`src/tlsel_consts.svh`:
```
`ifndef TLSEL_CONSTS_SVH
`define TLSEL_CONSTS_SVH

// Register byte offsets
`define TLSEL_OFF_CTRL     12'h000
`define TLSEL_OFF_LIM1     12'h004
`define TLSEL_OFF_LIM2     12'h008
`define TLSEL_OFF_LIM3     12'h00c
`define TLSEL_OFF_LIM4     12'h010
`define TLSEL_OFF_STATUS   12'h014
`define TLSEL_OFF_IRQSTAT  12'h018
`define TLSEL_OFF_IRQMASK  12'h01c
`define TLSEL_OFF_LIMIT    12'h020

// Control field positions
`define TLSEL_CTRL_MODE_LO 0
`define TLSEL_CTRL_MODE_HI 1
`define TLSEL_CTRL_SLV     4
`define TLSEL_CTRL_GATEASG 5
`define TLSEL_CTRL_OUTASG  6

// Limit scale, in percent
`define TLSEL_TOP_PCT      8'hc8
`define TLSEL_DISABLED     8'hff
`define TLSEL_RATED_PCT    8'h64

// Voltage-/frequency-characteristic code for sensorless vector control
`define TLSEL_VF_SLV       2'h3

// Interrupt status bits
`define TLSEL_IRQ_ON       0
`define TLSEL_IRQ_OFF      1

`endif

```
`src/tlsel_pkg.sv`:
```
package tlsel_pkg;
    typedef enum logic [1:0] {
        TLSEL_QUADRANT,
        TLSEL_TERMINAL,
        TLSEL_ANALOG,
        TLSEL_RESERVED
    } tlsel_mode_t;

    typedef enum logic [1:0] {
        TLSEL_FWD_POWER,
        TLSEL_REV_REGEN,
        TLSEL_REV_POWER,
        TLSEL_FWD_REGEN
    } tlsel_quad_t;
endpackage

```
`src/tlsel_top.sv`:
```
`timescale 1ns/100ps
`include "tlsel_consts.svh"

// Functional notes
// - Limiting acts only when the characteristic selects sensorless vector control; activeLimit still follows the selected mode under any characteristic.
// - Quadrant mode uses limits 1 to 4 for fwd power, rev regen, rev power, fwd regen.
// - Terminal mode picks one stored limit from the two select inputs for all quadrants.
// - Analog mode scales input linearly from zero to the top limit for all quadrants.
// - With the gate input assigned, the mode acts only while it is on, else maximum torque.
// - With no gate input assigned, the selected mode is always active.
// - Limits are percent of rated torque, torque at maximum current being the top of scale.
// - The limiting-active output, when assigned, is on while limiting operates.
// - Each quadrant limit holds zero to top of scale or a disabled code, resetting to top.
// - One hundred percent refers to rated current when scaling limits.
module tlsel_top
    import tlsel_pkg::*;
#(
    parameter int ADC_W = 10
) (
    // Clock and reset
    input  wire logic             clk,
    input  wire logic             rst,
    // APB slave
    input  wire logic             psel,
    input  wire logic             penable,
    input  wire logic             pwrite,
    input  wire logic [11:0]      paddr,
    input  wire logic [31:0]      pwdata,
    output logic      [31:0]      prdata,
    output logic                  pready,
    output logic                  pslverr,
    // Drive control loop
    input  wire logic [1:0]       vfCharacteristic,
    input  wire logic [1:0]       operatingQuadrant,
    input  wire logic             torqueAtLimit,
    input  wire logic [ADC_W-1:0] analogVoltage,
    // Intelligent input terminals
    input  wire logic             limitSelectBit0,
    input  wire logic             limitSelectBit1,
    input  wire logic             limitGateInput,
    // Outputs
    output logic      [7:0]       activeLimit,
    output logic                  limitEnabled,
    output logic                  limitingActiveOutput,
    output logic                  irq
);
    // -------------------------------------------------------------------
    // Registers
    // -------------------------------------------------------------------
    logic [6:0]  ctrl_reg;
    logic [7:0]  limit_reg [4];
    logic [1:0]  irqStat_reg;
    logic [1:0]  irqMask_reg;
    logic [7:0]  activeLimit_reg;
    logic [7:0]  activeLimit_next;
    logic        enabled_reg;
    logic        limiting_reg;
    logic        irq_reg;
    logic [31:0] prdata_reg;
    logic        pready_reg;
    logic        pslverr_reg;
    logic [7:0]  analogPct;

    tlsel_analog_scale #(
        .ADC_W    (ADC_W)
    ) u_scale (
        .clk      (clk),
        .rst      (rst),
        .adcCode  (analogVoltage),
        .limitPct (analogPct)
    );

    // -------------------------------------------------------------------
    // Decode
    // -------------------------------------------------------------------
    wire         setup   = psel && !penable;
    wire         wrEn    = setup && pwrite;
    wire         rdEn    = setup && !pwrite;
    wire         selCtrl = paddr == `TLSEL_OFF_CTRL;
    wire         selL1   = paddr == `TLSEL_OFF_LIM1;
    wire         selL2   = paddr == `TLSEL_OFF_LIM2;
    wire         selL3   = paddr == `TLSEL_OFF_LIM3;
    wire         selL4   = paddr == `TLSEL_OFF_LIM4;
    wire         selSt   = paddr == `TLSEL_OFF_STATUS;
    wire         selIs   = paddr == `TLSEL_OFF_IRQSTAT;
    wire         selIm   = paddr == `TLSEL_OFF_IRQMASK;
    wire         selLim  = paddr == `TLSEL_OFF_LIMIT;
    wire [3:0]   selLimV = {selL4, selL3, selL2, selL1};
    wire         mapped  = selCtrl || (|selLimV) || selSt || selIs || selIm || selLim;
    wire [7:0]   wrByte  = pwdata[7:0];
    wire         byteOk  = wrByte <= `TLSEL_TOP_PCT || wrByte == `TLSEL_DISABLED;

    wire tlsel_mode_t mode = tlsel_mode_t'(ctrl_reg[`TLSEL_CTRL_MODE_HI:`TLSEL_CTRL_MODE_LO]);
    wire         slvSel  = ctrl_reg[`TLSEL_CTRL_SLV];
    wire         gateAsg = ctrl_reg[`TLSEL_CTRL_GATEASG];
    wire         outAsg  = ctrl_reg[`TLSEL_CTRL_OUTASG];
    wire         slvOn   = vfCharacteristic == `TLSEL_VF_SLV && slvSel;
    wire         gateOn  = !gateAsg || limitGateInput;
    wire [1:0]   termIdx = {limitSelectBit1, limitSelectBit0};
    wire [1:0]   quadIdx = operatingQuadrant;

    // Disabled code means no limit, which equals the top of scale
    wire [7:0]   quadLim = limit_reg[quadIdx] == `TLSEL_DISABLED ? `TLSEL_TOP_PCT
                                                                 : limit_reg[quadIdx];
    wire [7:0]   termLim = limit_reg[termIdx] == `TLSEL_DISABLED ? `TLSEL_TOP_PCT
                                                                 : limit_reg[termIdx];
    wire         newOn   = slvOn && torqueAtLimit && outAsg;

    // -------------------------------------------------------------------
    // Limit selection
    // -------------------------------------------------------------------
    always_comb begin
        case (mode)
            TLSEL_QUADRANT: activeLimit_next = quadLim;
            TLSEL_TERMINAL: activeLimit_next = termLim;
            TLSEL_ANALOG:   activeLimit_next = analogPct;
            default:        activeLimit_next = `TLSEL_TOP_PCT;
        endcase
        if (!gateOn) begin
            activeLimit_next = `TLSEL_TOP_PCT;
        end
    end

    always_ff @(posedge clk or posedge rst) begin
        if (rst) begin
            activeLimit_reg <= `TLSEL_TOP_PCT;
            enabled_reg     <= 1'b0;
            limiting_reg    <= 1'b0;
        end else begin
            activeLimit_reg <= activeLimit_next;
            enabled_reg     <= slvOn;
            limiting_reg    <= newOn;
        end
    end

    // -------------------------------------------------------------------
    // Register file
    // -------------------------------------------------------------------
    genvar gi;
    generate
        for (gi = 0; gi < 4; gi++) begin : g_lim
            always_ff @(posedge clk or posedge rst) begin
                if (rst) begin
                    limit_reg[gi] <= `TLSEL_TOP_PCT;
                end else if (wrEn && selLimV[gi] && byteOk) begin
                    limit_reg[gi] <= wrByte;
                end
            end
        end
    endgenerate

    wire [1:0] irqEvt = {limiting_reg && !newOn, !limiting_reg && newOn};
    wire [1:0] irqClr = (wrEn && selIs) ? pwdata[1:0] : 2'h0;

    always_ff @(posedge clk or posedge rst) begin
        if (rst) begin
            ctrl_reg    <= 7'h00;
            irqStat_reg <= 2'h0;
            irqMask_reg <= 2'h0;
            irq_reg     <= 1'b0;
        end else begin
            if (wrEn && selCtrl) begin
                ctrl_reg <= pwdata[6:0];
            end
            if (wrEn && selIm) begin
                irqMask_reg <= pwdata[1:0];
            end
            irqStat_reg <= (irqStat_reg & ~irqClr) | irqEvt;
            irq_reg     <= |(irqStat_reg & irqMask_reg);
        end
    end

    wire [31:0] rdMux =
        selCtrl ? {25'h0, ctrl_reg} :
        selL1   ? {24'h0, limit_reg[0]} :
        selL2   ? {24'h0, limit_reg[1]} :
        selL3   ? {24'h0, limit_reg[2]} :
        selL4   ? {24'h0, limit_reg[3]} :
        selSt   ? {29'h0, limiting_reg, enabled_reg, gateOn} :
        selIs   ? {30'h0, irqStat_reg} :
        selIm   ? {30'h0, irqMask_reg} :
        selLim  ? {24'h0, activeLimit_reg} : 32'h0;

    always_ff @(posedge clk or posedge rst) begin
        if (rst) begin
            prdata_reg  <= 32'h0;
            pready_reg  <= 1'b0;
            pslverr_reg <= 1'b0;
        end else begin
            pready_reg  <= setup;
            pslverr_reg <= setup && !mapped;
            if (rdEn) begin
                prdata_reg <= rdMux;
            end
        end
    end

    assign prdata               = prdata_reg;
    assign pready               = pready_reg;
    assign pslverr              = pslverr_reg;
    assign activeLimit          = activeLimit_reg;
    assign limitEnabled         = enabled_reg;
    assign limitingActiveOutput = limiting_reg;
    assign irq                  = irq_reg;

    // -------------------------------------------------------------------
    // Assertions
    // -------------------------------------------------------------------
    property p_quad_sel;
        @(posedge clk) disable iff (rst)
        (mode == TLSEL_QUADRANT && gateOn && limit_reg[quadIdx] != `TLSEL_DISABLED)
            |=> activeLimit == $past(limit_reg[quadIdx]);
    endproperty
    a_quad_sel: assert property (p_quad_sel) else $error("Quadrant limit wrong");

    property p_term_sel;
        @(posedge clk) disable iff (rst)
        (mode == TLSEL_TERMINAL && gateOn && limit_reg[termIdx] != `TLSEL_DISABLED)
            |=> activeLimit == $past(limit_reg[termIdx]);
    endproperty
    a_term_sel: assert property (p_term_sel) else $error("Terminal limit wrong");

    property p_gate_off;
        @(posedge clk) disable iff (rst)
        (gateAsg && !limitGateInput) |=> activeLimit == `TLSEL_TOP_PCT;
    endproperty
    a_gate_off: assert property (p_gate_off) else $error("Gate off must give maximum");

    property p_no_gate;
        @(posedge clk) disable iff (rst)
        (!gateAsg && mode == TLSEL_ANALOG) |=> activeLimit == $past(analogPct);
    endproperty
    a_no_gate: assert property (p_no_gate) else $error("Mode must stay active");

    property p_slv_only;
        @(posedge clk) disable iff (rst)
        (vfCharacteristic != `TLSEL_VF_SLV) |=> !limitingActiveOutput && !limitEnabled;
    endproperty
    a_slv_only: assert property (p_slv_only) else $error("Limiting outside vector control");

    property p_slv_on;
        @(posedge clk) disable iff (rst)
        slvOn |=> limitEnabled;
    endproperty
    a_slv_on: assert property (p_slv_on) else $error("Limiting not enabled");

    property p_dis_top;
        @(posedge clk) disable iff (rst)
        (mode == TLSEL_QUADRANT && gateOn && limit_reg[quadIdx] == `TLSEL_DISABLED)
            |=> activeLimit == `TLSEL_TOP_PCT;
    endproperty
    a_dis_top: assert property (p_dis_top) else $error("Disabled limit must give top");

    property p_out_on;
        @(posedge clk) disable iff (rst)
        (slvOn && outAsg && torqueAtLimit) |=> limitingActiveOutput;
    endproperty
    a_out_on: assert property (p_out_on) else $error("Limiting output missing");

    property p_lim_range;
        @(posedge clk) disable iff (rst)
        1'b1 |-> (limit_reg[0] <= `TLSEL_TOP_PCT || limit_reg[0] == `TLSEL_DISABLED);
    endproperty
    a_lim_range: assert property (p_lim_range) else $error("Limit out of range");

    property p_scale_top;
        @(posedge clk) disable iff (rst)
        1'b1 |-> activeLimit <= `TLSEL_TOP_PCT;
    endproperty
    a_scale_top: assert property (p_scale_top) else $error("Limit above top of scale");

    property p_irq_level;
        @(posedge clk) disable iff (rst)
        |(irqStat_reg & irqMask_reg) |=> irq;
    endproperty
    a_irq_level: assert property (p_irq_level) else $error("Interrupt not raised");

    c_quad:  cover property (@(posedge clk) mode == TLSEL_QUADRANT && limitingActiveOutput);
    c_term:  cover property (@(posedge clk) mode == TLSEL_TERMINAL && termIdx == 2'h3);
    c_anlg:  cover property (@(posedge clk) mode == TLSEL_ANALOG && activeLimit != 8'h00);
    c_gated: cover property (@(posedge clk) gateAsg && !limitGateInput);
endmodule

```
`src/tlsel_analog_scale.sv`:
```
`timescale 1ns/100ps
`include "tlsel_consts.svh"

module tlsel_analog_scale
    import tlsel_pkg::*;
#(
    parameter int ADC_W = 10
) (
    // Clock and reset
    input  wire logic             clk,
    input  wire logic             rst,
    // Analog sample, 0 to full scale
    input  wire logic [ADC_W-1:0] adcCode,
    // Scaled limit in percent
    output logic      [7:0]       limitPct
);
    localparam int FULL = (1 << ADC_W) - 1;

    wire [ADC_W+7:0] product = adcCode * (ADC_W + 8)'(`TLSEL_TOP_PCT);
    wire [ADC_W+7:0] quot    = product / (ADC_W + 8)'(FULL);

    logic [7:0] limitPct_reg;

    // -------------------------------------------------------------------
    // Linear scaling
    // -------------------------------------------------------------------
    always_ff @(posedge clk or posedge rst) begin
        if (rst) begin
            limitPct_reg <= 8'h00;
        end else begin
            limitPct_reg <= quot[7:0];
        end
    end

    assign limitPct = limitPct_reg;

    property p_zero_gives_zero;
        @(posedge clk) disable iff (rst)
        adcCode == '0 |=> limitPct == 8'h00;
    endproperty
    a_zero_gives_zero: assert property (p_zero_gives_zero)
        else $error("Zero input must give zero limit");

    property p_full_gives_top;
        @(posedge clk) disable iff (rst)
        adcCode == ADC_W'(FULL) |=> limitPct == `TLSEL_TOP_PCT;
    endproperty
    a_full_gives_top: assert property (p_full_gives_top)
        else $error("Full scale must give top limit");
endmodule

```
`config.mk`:
```
export PLATFORM = sky130hd
export DESIGN_NAME = tlsel_top
export DESIGN_NICKNAME = d
export VERILOG_FILES = /design/src/tlsel_pkg.sv /design/src/tlsel_top.sv /design/src/tlsel_analog_scale.sv
export VERILOG_INCLUDE_DIRS = /design/src
export SDC_FILE = /design/constraint.sdc
export NUM_CORES = 1
export LEC_CHECK = 0
export ABC_AREA = 1
export BUFFER_PORTS_ARGS = -buffer_cell sky130_fd_sc_hd__buf_2
export CAP_MARGIN = 10
export CORE_ASPECT_RATIO = 1.5
export CORE_UTILIZATION = 40
export CTS_CLUSTER_DIAMETER = 150
export CTS_CLUSTER_SIZE = 28
export DETAILED_ROUTE_END_ITERATION = 10
export SYNTH_ARGS = -nofsm -noshare
export SYNTH_HDL_FRONTEND = slang
export SYNTH_HIERARCHICAL = 1
export SYNTH_SLANG_ARGS = --single-unit
export TNS_END_PERCENT = 20
```
`constraint.sdc`:
```
create_clock -name clk -period 2.2 [get_ports clk]
set_input_delay 0.11 -clock clk [delete_from_list [all_inputs] [get_ports clk]]
set_output_delay 0.11 -clock clk [all_outputs]
set_load 0.05 [all_outputs]
```
==> flow_summary_export.csv <==
group,metric,value,unit
drt,wl_per_cell,14.2,um
final_layout,largest_reg_flops,32,
floorplan,rows,62,
synthesis,ys.flop_type,"dfrtp_1",
clock_tree,clkTransAtPathRegs,50,ps
worst_setup_path,reg2reg_from,"limit_reg[14]",
timing,hold_viol,0,
timing,setup_viol,8,
power,p_total,10.8,mW
global_route,grt_pass1_wl,38300,um
worst_hold_path,hold_depth,3,
worst_setup_path,worstPathArrival,6830,ps
power,p_sw,5.05,mW
worst_setup_path,path_class,"input pin to flip-flop",
drt,finalWirelength,24200,um
final_layout,post-route-util,53.9,%
power,peakVddDrop,0.548,mV
synthesis,async_reset_ff_share,100,%
placed_design,dpl_cell_area,9530,sq um
placed_design,hpwl,19400,um
floorplan,core-area,19300,sq um
run_status,status,"finished, violations left",
worst_setup_path,crit_fanout,13,
final_layout,n_fill_cell,1938,
floorplan,die_h,175,um
power,powerDensity,1040,nW/um^2
synthesis,synth.cell_area,7960,sq um
synthesis,synthCells,1220,
drt,drt_iter0_markers,388,
clock_tree,clk_path_buf_depth,2,
synthesis,yosysWarningCount,6,
timing,fin_worst_skew,7.64,ps
run_status,violations,"setup timing",
synthesis,synthTopCellsByArea,"dfrtp_1 (18%), nand2_1 (18%), nand3_1 (7.9%), ha_1 (6.3%), inv_1 (6.3%)",
placed_design,portBuffers,63,
final_layout,num-nets-final,1558,
global_route,grt_antenna_before_repair,0,
clock_tree,cts_tree,"built",
timing,rsz0062_at_grt,"true",
timing,final_max_slew_viol_count,0,
power,p_seq_share,13.2,%
final_layout,area_growth,30.8,%
job,drv_cap,0,
floorplan,die_area,20500,sq um
power,leakage,5.43,nW
final_layout,fin_area,10400,sq um
worst_setup_path,crit_top_cell,"nand2_1",
synthesis,synth_common_cells,"nand2_1 (375), inv_1 (133), nand3_1 (125)",
synthesis,yosysTopAreaCellShare,17.9,%
floorplan,io_pins,112,
worst_setup_path,cp_data_required_time,2470,ps
worst_setup_path,ff2ff_path_depth,9,
final_layout,multi_input_area,5720,sq um
drt,via_count,8467,
drt,viasPerCell,4.96,
global_route,grt_max_degree,42,
global_route,track_usage,24.0,%
power,combinationalPowerShare,74.4,%
timing,holdWs,11.0,ps
synthesis,yosysTopAreaCell,"dfrtp_1",
power,sw_frac_of_total,46.6,%
timing,min_period,6560,ps
timing,fin_crit_sh,298,%
clock_tree,clock-root-buffer,"clkbuf_16",
synthesis,ys_ff_latch,72,
drt,remaining_drc_errors,0,
clock_tree,cts_buffers,9,
floorplan,die_x,117,um
placed_design,place_inst,1670,
worst_hold_path,min_from,"psel",
worst_setup_path,cp.depth,56,
final_layout,drive_gt1_share,35.9,%
worst_setup_path,path_buf_inv,9,
synthesis,syn_avg_cell_area,6.53,sq um
clock_tree,htreeDepth,3,
drt,antenna_left,0,
synthesis,yosysSeqAreaShare,22.9,%
worst_setup_path,worst_path_max_delay_cell,"fa_1",
synthesis,yosys.cell_types.count,54,
placed_design,gp_congestion,0.899,
clock_tree,clk_latency,340,ps
timing,relSlewSlack,63.9,%
drt,drt-pass1-iter-count,7,
worst_setup_path,critPathCaptureType,"flip-flop",
floorplan,start_util,41.2,%
final_layout,fin_cells,1707,
timing,tightest_slew,538,ps
synthesis,synth_edf_count,0,
worst_setup_path,critPathLaunch,"analogVoltage[4]",
timing,clock.fmax,152,MHz
synthesis,synth.most_common_cell,"nand2_1",
global_route,first_global_vias,8103,
final_layout,seq_area,1820,sq um
power,clockPowerShare,12.5,%
timing,layout_setup_ws,-4360,ps
global_route,grt_overflow,0,
clock_tree,clock_sinks,72,
worst_hold_path,hold_path_class,"input pin to flip-flop",
power,internal-power,5.78,mW
worst_setup_path,startpoint_type,"input pin",
worst_setup_path,slowest_delay,500,ps
final_layout,antennaDiodeCount,0,
worst_setup_path,critPathTopFamily,"simple AND/OR/NAND/NOR gates",
==> repair_timing <==
item,in CTS,in global routing
endpoints found under the setup margin,8,8
gates resized for setup,16,97
cloned,1,4
pin swaps,5,47
hold endpoints to repair,29,0
setup buffers,3,11
hold buffers,2,0
==> cells by family (layout without fill, tap and decap cells) <==
logic type	count (synthesis)	count (layout)	share of synthesized area, %
compound gates	133	133	10.9
xor+xnor	11	11	1.21
fa+ha+maj	45	45	7.54
buf+inv	219	422	13.1
flops	72	72	22.9
other cells	1	24	0.0471
simple gates	739	744	44.4
==> path summary, 6_finish.rpt <==
check | endpoint | slack (ps)
worst max-delay path | u_scale/limitPct[0] | -4360
worst min-delay path | pready | 10
worst max register to register | activeLimit[1] | 470
worst min register to register | prdata[7] | 470
max in group asynchronous | limit_reg[6] | 1150
min in group asynchronous | u_scale/limitPct[0] | 270
==> final cells by class <==
| class | instances | share of cell area [%] |
|---|---|---|
| clock buffer | 11 | 2.33 |
| multi-input combinational | 957 | 54.9 |
| clock inverter | 5 | 0.300 |
| sequential | 72 | 17.5 |
| inverter | 176 | 6.48 |
| tap | 256 | 3.08 |
| timing repair buffer | 230 | 15.4 |
==> power by group through the flow <==
stage	sequential [mW]	clock [mW]	combinational, mW
2_1_floorplan	1.47	0	4.29
3_3_place_gp	1.44	0	7.03
3_5_place_dp	1.45	0	7.10
4_1_cts	1.42	1.37	7.22
5_1_grt	1.43	1.43	8.91
6_report	1.43	1.35	8.06
==> tightest hold or removal path, stage by stage <==
cell and delay, ps:
buf_2 90, inv_1 50, nor2_2 40
==> stage by stage <==
stage	setup WS, ps	TNS (ps)
after floorplan	-4230	-21720
after global placement	-4870	-27040
after detailed placement	-5080	-28170
after CTS	-4530	-23820
after global routing	-4870	-26000
final	-4360	-23210
==> layer usage <==
layer  up-vias  part of all wire, %  GRT usage [%]
met4         0                  7.0           16.4
met1      3819                   36           24.0
met2       222                   53           44.7
li1       4340                    -              -
met3        86                  3.7           2.98
met5         -                    0              0
==> cells in the final DEF (no fill, tap or decap), types with 17 or more instances in the layout <==
master / n
nor2_1: 81
ha_1: 34
nand3_1: 108
dfrtp_1: 57
conb_1: 24
nand2_4: 18
nand2_2: 67
o21ai_2: 27
inv_2: 43
nand4_1: 23
nand2_1: 338
inv_1: 127
nand3_2: 17
o21ai_1: 23
nor2_4: 22
buf_4: 161
buf_2: 63
o21ai_0: 37
nor2_2: 24
a21oi_1: 17
Power figures use the tool's default switching activity.
